File: src/include/flash_ctrl_defs.vh
// Purpose: Shared constants for the flash program and erase control block.
// Assumes: Byte-wide registers on a plain strobe port.
// Notes:   Offsets are register indices on the local port.
`ifndef FLASH_CTRL_DEFS_VH
`define FLASH_CTRL_DEFS_VH

`define ADDR_WIDTH           4
`define OFS_MODE_CONTROL     4'h0
`define OFS_LARGE_BLOCK_SEL  4'h2
`define OFS_BLOCK_STATUS     4'h4

`define BIT_VOLTAGE_DETECT   7
`define BIT_HIGH_VOLT_EN     6
`define BIT_ERASE_VERIFY     3
`define BIT_PROGRAM_VERIFY   2
`define BIT_ERASE            1
`define BIT_PROGRAM          0

`define MODE_WRITABLE_MASK   8'h4F
`define RESET_CLEAR          8'h00
`define RESET_WITH_VPP       8'h80
`define READ_DISABLED        8'hFF

`define CLK_FREQ_HZ          20000000
`define SUPPLY_SETTLE_US     5
`define SETTLE_CYCLES        ((`SUPPLY_SETTLE_US * `CLK_FREQ_HZ + 999999) / 1000000)

`define LARGE_BLOCK_KB       16
`define LAST_BLOCK_KB        12
`define LARGE_BLOCK_COUNT    8

`endif

File: src/hdl/pin_sync.v
// Purpose: Two-stage synchroniser for asynchronous level inputs.
// Assumes: Inputs are slow levels; one clock domain.
// Notes:   The first stage feeds only the second stage.
`timescale 1ns/1ns
module pin_sync
#(
  parameter WIDTH = 1
)
(
  input  wire             ref_clk_in,
  input  wire             reset_in,
  input  wire [WIDTH-1:0] async_in,
  output reg  [WIDTH-1:0] sync_out
);
  reg [WIDTH-1:0] stage1;

  always @(posedge ref_clk_in)
  begin
    if (reset_in)
    begin
      stage1   <= {WIDTH{1'b0}};
      sync_out <= {WIDTH{1'b0}};
    end
    else
    begin
      stage1   <= async_in;
      sync_out <= stage1;
    end
  end
endmodule

File: src/hdl/block_range_decode.v
// Purpose: Map a flash address to its large block and qualify it.
// Assumes: Byte addresses with block 0 at the lowest address.
// Notes:   Seven 16 KB blocks then one 12 KB block; beyond is no large block.
`timescale 1ns/1ns
`include "flash_ctrl_defs.vh"
module block_range_decode
(
  input  wire [16:0] flash_addr_in,
  input  wire [7:0]  block_select_in,
  output wire        in_large_area_out,
  output wire        block_selected_out
);
  wire [2:0] block_index;
  wire       in_area;

  // Block index is the top three address bits because blocks are 16 KB aligned.
  assign block_index = flash_addr_in[16:14];

  assign in_area = (block_index != 3'h7) ||
                   (flash_addr_in[13:10] < 4'hC);
  assign in_large_area_out  = in_area;

  assign block_selected_out = in_area & block_select_in[block_index];
endmodule

File: src/hdl/flash_program_erase_control.v
// Purpose: Mode control and large-block select for the on-chip flash.
// Assumes: Operating mode, standby and supply level arrive as async pins.
// Notes:   Registers hold byte data in the low bits of the read port.
// Notes on behaviour
// Mode control clears on reset, standby, no 12 V.
// With 12 V present reset value is 0x80.
// Modes 1-4: writes ignored, reads return 0xFF.
// Bit 7 reads programming voltage above threshold.
// Flag low protects flash against program, erase.
// Software waits 5 us after enabling high voltage.
// Software waits read setup after disabling high voltage.
// Never fetch enable-bit toggle instruction from flash.
// Bits 5 and 4 always read zero.
// Bit 3 enters or leaves erase-verify mode.
// Bit 2 enters or leaves program-verify mode.
// Bit 1 enters or leaves erase mode.
// Bit 0 enters or leaves program mode.
// Software sets one mode bit at most.
// Software arms watchdog before program or erase.
// Block select clears on reset, standby, supply loss, disable.
// Select bit n enables large block n.
// Eight blocks: seven 16 KB, last 12 KB.
`timescale 1ns/1ns
`include "flash_ctrl_defs.vh"
module flash_program_erase_control
#(
  parameter SETTLE_CYCLES = `SETTLE_CYCLES
)
(
  input  wire        ref_clk_in,
  input  wire        reset_in,
  input  wire [2:0]  op_mode_in,
  input  wire        standby_in,
  input  wire        high_voltage_threshold_in,
  input  wire [`ADDR_WIDTH-1:0] addr_in,
  input  wire [7:0]  wdata_in,
  input  wire        write_in,
  input  wire        read_in,
  input  wire [16:0] flash_addr_in,
  output reg  [7:0]  rdata_out,
  output reg         program_mode_out,
  output reg         erase_mode_out,
  output reg         program_verify_mode_out,
  output reg         erase_verify_mode_out,
  output reg         high_voltage_enable_out,
  output reg         write_permit_out,
  output reg         supply_settled_out,
  output reg         block_selected_out
);
  wire [4:0] pins_sync;
  wire [2:0] op_mode;
  wire       standby;
  wire       voltage_present;
  wire       in_large_area;
  wire       addr_block_selected;

  reg  [7:0] mode_control;
  reg  [7:0] large_block_select;
  reg  [7:0] next_mode_control;
  reg  [7:0] next_large_block_select;
  reg  [7:0] next_rdata;
  reg  [12:0] settle_count;
  reg        settled;

  pin_sync
  #(
    .WIDTH (5)
  )
  u_pin_sync
  (
    .ref_clk_in (ref_clk_in),
    .reset_in   (reset_in),
    .async_in   ({op_mode_in, standby_in, high_voltage_threshold_in}),
    .sync_out   (pins_sync)
  );

  assign op_mode         = pins_sync[4:2];
  assign standby         = pins_sync[1];
  assign voltage_present = pins_sync[0];

  block_range_decode u_block_range_decode
  (
    .flash_addr_in      (flash_addr_in),
    .block_select_in    (large_block_select),
    .in_large_area_out  (in_large_area),
    .block_selected_out (addr_block_selected)
  );

  // Flash registers exist only while the on-chip flash is mapped in.
  function flash_enabled;
    input [2:0] mode;
    begin
      flash_enabled = (mode >= 3'h5);
    end
  endfunction

  function [7:0] mode_view;
    input [7:0] stored;
    input       vpp;
    begin


      mode_view = (stored & `MODE_WRITABLE_MASK) | {vpp, 7'h00};
    end
  endfunction

  always @*
  begin
    next_mode_control       = mode_control;
    next_large_block_select = large_block_select;
    next_rdata              = 8'h00;




    if (write_in && flash_enabled(op_mode) && (addr_in == `OFS_MODE_CONTROL))
    begin
      next_mode_control = wdata_in & `MODE_WRITABLE_MASK;
    end
    if (write_in && flash_enabled(op_mode) && (addr_in == `OFS_LARGE_BLOCK_SEL))
    begin

      next_large_block_select = wdata_in;
    end

    if (standby || !voltage_present || !flash_enabled(op_mode))
    begin
      next_mode_control = `RESET_CLEAR;
    end

    if (standby || !voltage_present || !next_mode_control[`BIT_HIGH_VOLT_EN] ||
        !flash_enabled(op_mode))
    begin
      next_large_block_select = `RESET_CLEAR;
    end
    if (read_in)
    begin
      if (!flash_enabled(op_mode) &&
          ((addr_in == `OFS_MODE_CONTROL) || (addr_in == `OFS_LARGE_BLOCK_SEL)))
      begin

        next_rdata = `READ_DISABLED;
      end
      else
      begin
        case (addr_in)
          `OFS_MODE_CONTROL:
          begin

            next_rdata = mode_view(mode_control, voltage_present);
          end
          `OFS_LARGE_BLOCK_SEL:
          begin
            next_rdata = large_block_select;
          end
          `OFS_BLOCK_STATUS:
          begin
            next_rdata = {5'h00, in_large_area, addr_block_selected, settled};
          end
          default:
          begin
            next_rdata = 8'h00;
          end
        endcase
      end
    end
  end

  always @(posedge ref_clk_in)
  begin
    if (reset_in)
    begin
      mode_control       <= `RESET_CLEAR;
      large_block_select <= `RESET_CLEAR;
      rdata_out          <= 8'h00;
    end
    else
    begin
      mode_control       <= next_mode_control;
      large_block_select <= next_large_block_select;
      rdata_out          <= next_rdata;
    end
  end

  // The settle counter only reports readiness; software still owns the wait.
  always @(posedge ref_clk_in)
  begin
    if (reset_in || !mode_control[`BIT_HIGH_VOLT_EN])
    begin
      settle_count <= 13'h0000;
      settled      <= 1'b0;
    end
    else if (settle_count >= SETTLE_CYCLES[12:0] - 13'h0001)
    begin

      settled <= 1'b1;
    end
    else
    begin
      settle_count <= settle_count + 13'h0001;
    end
  end

  always @(posedge ref_clk_in)
  begin
    if (reset_in)
    begin
      program_mode_out        <= 1'b0;
      erase_mode_out          <= 1'b0;
      program_verify_mode_out <= 1'b0;
      erase_verify_mode_out   <= 1'b0;
      high_voltage_enable_out <= 1'b0;
      write_permit_out        <= 1'b0;
      supply_settled_out      <= 1'b0;
      block_selected_out      <= 1'b0;
    end
    else
    begin

      program_mode_out        <= mode_control[`BIT_PROGRAM] & voltage_present;

      erase_mode_out          <= mode_control[`BIT_ERASE] & voltage_present;

      program_verify_mode_out <= mode_control[`BIT_PROGRAM_VERIFY];

      erase_verify_mode_out   <= mode_control[`BIT_ERASE_VERIFY];
      high_voltage_enable_out <= mode_control[`BIT_HIGH_VOLT_EN];

      write_permit_out        <= voltage_present & flash_enabled(op_mode);
      supply_settled_out      <= settled;

      block_selected_out      <= addr_block_selected & voltage_present;
    end
  end
endmodule

File: config.mk
export PLATFORM = sky130hd
export DESIGN_NAME = flash_program_erase_control
export DESIGN_NICKNAME = d
export VERILOG_FILES = /design/src/hdl/pin_sync.v /design/src/hdl/block_range_decode.v /design/src/hdl/flash_program_erase_control.v
export VERILOG_INCLUDE_DIRS = /design/src /design/src/include
export SDC_FILE = /design/constraint.sdc
export NUM_CORES = 1
export LEC_CHECK = 0
export BUFFER_PORTS_ARGS = -buffer_cell sky130_fd_sc_hd__buf_2
export CORE_MARGIN = 10
export CORE_UTILIZATION = 43
export DETAILED_ROUTE_END_ITERATION = 7
export PLACE_DENSITY_LB_ADDON = 0.05
export SYNTH_ARGS = -nofsm -noshare
export SYNTH_HDL_FRONTEND = slang
export SYNTH_HIERARCHICAL = 1
export SYNTH_SLANG_ARGS = --single-unit
File: constraint.sdc
create_clock -name ref_clk_in -period 2.1 [get_ports ref_clk_in]
set_input_delay 0.42 -clock ref_clk_in [delete_from_list [all_inputs] [get_ports ref_clk_in]]
set_output_delay 0.42 -clock ref_clk_in [all_outputs]
set_load 0.02 [all_outputs]
==> impl_metrics.toml <==
[setup_path]
cp.arrival_ns = 1.96
cp_max_fo = 6
worstSetupStartpointType = "flop"
critPathKind = "reg -> reg"
rr_worst_depth = 5
end_kind = "flop"
crit_chain = "ha_1, nor4_1, a21oi_1, or3_1, a21oi_1"
required_ns = 2.33
crit_slowest_cell = "nor4_1"
cp_common_cell = "a21oi_1"
cpPeakStageDelay_ns = 0.40

[pwr]
pwr-share-seq = 0.623
p_sw_frac = 0.213
peakVddDrop_mv = 0.471
switchingPower_uw = 347
power_frac_clock = 0.326
p_int_uw = 1290
p_leak_uw = 0.000930
pwr-share-comb = 0.051
power.density_nw_per_um2 = 678

[timing]
hold_violations = 0
slew_headroom = 0.657
worst_pin_slew_ns = 0.509
max_freq_mhz = 580
fin_crit_ns = 1.72
fin_tns_setup_ns = 0
setup_violations = 0
fin_crit_sh = 0.821
timing.final.ws_setup_ns = 0.375
clock_skew_ns = 0.00310
rsz0062_at_grt = "false"
slew_viol_final = 0

[yosys]
synthesis.nets = 235
synthTopCellsByArea = "dfxtp_1 53%, mux2i_1 6.0%, nor2b_1 5.3%, and2_1 4.0%, nor2_1 3.3%"
yosysWarnings = 6
ys_seq_elements = 53
netlist_area_sq_um = 2020
syn_inst = 196
yosysUniqueCellTypes = 39
synth_area_per_cell_sq_um = 10.3
synthDominantCellAreaShare = 0.526
yosys.area.top_type = "dfxtp_1"
ys_seq_area_frac = 0.526

[global_route]
grt_overflow = 0
grt_pass1_vias = 1543
grt_use_total = 0.113
grt_pass1_wl_um = 6990
antenna_found_initial = 0
grt_max_degree = 17

[clocking]
cts.reportedPaths.clkPinSlew_ns = 0.09
cts_resized = 0
cts_hold_buf = 0
cts_made_buffers = 5
cts_max_level = 2
cts_setup_buffers = 0
cts_sinks = 53
cts_tree = "yes"
cts-root-buf = "clkbuf_8"
clk_path_buf_depth = 2
clock_latency_ns = 0.29

[floorplan]
dieArea_sq_um = 7830
num_rows = 24
die_w_um = 88.5
coreArea_sq_um = 4440
start_util = 0.454
ios = 54
die_h_um = 88.5

[flow_run]
maxCapViolations = 0

[run_status]
status = "completed"

[route]
postRouteAntennaNets = 0
vias_per_cell = 5.07
drt_iter0_markers = 84
post_drt_wl_per_cell_um = 14.1
routed_wirelength_um = 4220
routed-via-count = 1522
drc = 0
dr.pass1.iters = 4

[final_layout]
drive_gt1_frac = 0.270
diodes = 0
layout.nets = 287
syn2layout_area_growth_pct = 19.2
mostFrequentLayoutCell = "dfxtp_1"
mostFrequentLayoutCells = "53 x dfxtp_1, 41 x buf_2, 18 x nor2_1"
final_core_util = 0.541

[placed_design]
pre_cts_slack_ns = 0.352
gp_congestion = 0.837
io_buffers = 41
hpwl_um = 3370

[worst_hold_path]
hold_depth = 2
hold_path.class = "in -> reg"
-- synth_stat cells, drive strengths merged --
cell,instances
mux2i,12
o21ai,7
nor4,3
nor3b,3
clkbuf,1
nand2,10
inv,5
o22ai,3
o21a,2
dfxtp,53
a21oi,12
or2,2
a2111oi,1
nand2b,3
mux2,2
nor3,4
and2,13
nand3,2
nand3b,1
ha,1
nor2b,17
or3b,1
nor4b,1
nor2,19
a31oi,2
xor2,2
or3,3
a21boi,1
a22oi,6
mux4,1
buf,1
nand4,2
-- sequential cells by signal (all words and copies together) (netlist names) --
register and cells:
block_selected_out 1, erase_mode_out 1, erase_verify_mode_out 1, high_voltage_enable_out 1, large_block_select 8, mode_control 5
program_mode_out 1, program_verify_mode_out 1, rdata_out 8, settle_count 13, settled 1, supply_settled_out 1
u_pin_sync/stage1 5, u_pin_sync/sync_out 5, write_permit_out 1
-- kinds of logic (layout without fill, tap and decap cells) --
| family | Yosys count | after routing | share of synthesized area |
|---|---|---|---|
| muxes | 15 | 15 | 0.0818 |
| buffers and inverters | 7 | 59 | 0.0136 |
| and+or+nand+nor | 84 | 84 | 0.253 |
| adders and majority gates | 1 | 1 | 0.00620 |
| AOI/OAI and AO/OA | 34 | 34 | 0.111 |
| DFF | 53 | 53 | 0.526 |
| xor gates and xnor gates | 2 | 2 | 0.00868 |
-- stage by stage --
stage | instance area (sq um) | cells | hold slack [ns] | total power (uW)
5_1_grt | 2410 | 300 | 0.338 | 1710
4_1_cts | 2410 | 300 | 0.316 | 1650
6_report | 2410 | 300 | 0.328 | 1630
3_3_place_gp | 2320 | 293 | 0.418 | 1120
2_1_floorplan | 2020 | 196 | 0.414 | 1070
3_5_place_dp | 2320 | 293 | 0.429 | 1120
-- per-layer routing --
metal	vias to the layer above	global-route usage	share of wire	wire length, um
met3	5	0.0533	0.092	388
met2	40	0.173	0.42	1760
li1	786	-	-	-
met1	691	0.135	0.48	2030
met5	-	0	0	0
met4	0	0.0411	0.012	51
-- worst paths after layout --
check | from | endpoint | slack (ns)
setup reg to reg | settle_count[0]$_SDFFE_PP0N_ | settle_count[0]$_SDFFE_PP0N_ | 0.38
hold / removal | standby_in | u_pin_sync/stage1[1]$_SDFF_PP0_ | 0.33
hold reg to reg | u_pin_sync/stage1[3]$_SDFF_PP0_ | u_pin_sync/sync_out[3]$_SDFF_PP0_ | 0.44
setup / recovery | settle_count[0]$_SDFFE_PP0N_ | settle_count[0]$_SDFFE_PP0N_ | 0.38
-- power by group through the flow --
| stage | registers, uW | clock network (uW) | logic, uW |
|---|---|---|---|
| 3_5_place_dp | 1040 | 0 | 83.3 |
| 2_1_floorplan | 1040 | 0 | 31.7 |
| 6_report | 1020 | 532 | 83.0 |
| 3_3_place_gp | 1040 | 0 | 81.8 |
| 4_1_cts | 1020 | 549 | 83.4 |
| 5_1_grt | 1020 | 595 | 92.0 |
-- layout make-up --
cell class                 instances  area [sq um]
fill                             414          2040
sequential                        53          1060
multi-input combinational        136           930
timing repair buffer              47           250
clock buffer                       6          72.6
tap                               52          65.1
inverter                           5          18.8
clock inverter                     1          8.76
-- critical path, delay by kind of cell, from the launching register on --
| kind | cells | cell delay, ns |
|---|---|---|
| AND/OR/NAND/NOR | 2 | 0.73 |
| adder cells (fa/ha/maj) | 1 | 0.24 |
| AO/OA/AOI/OAI | 2 | 0.33 |
| flip-flops | 1 | 0.36 |
Power figures use the tool's default switching activity.
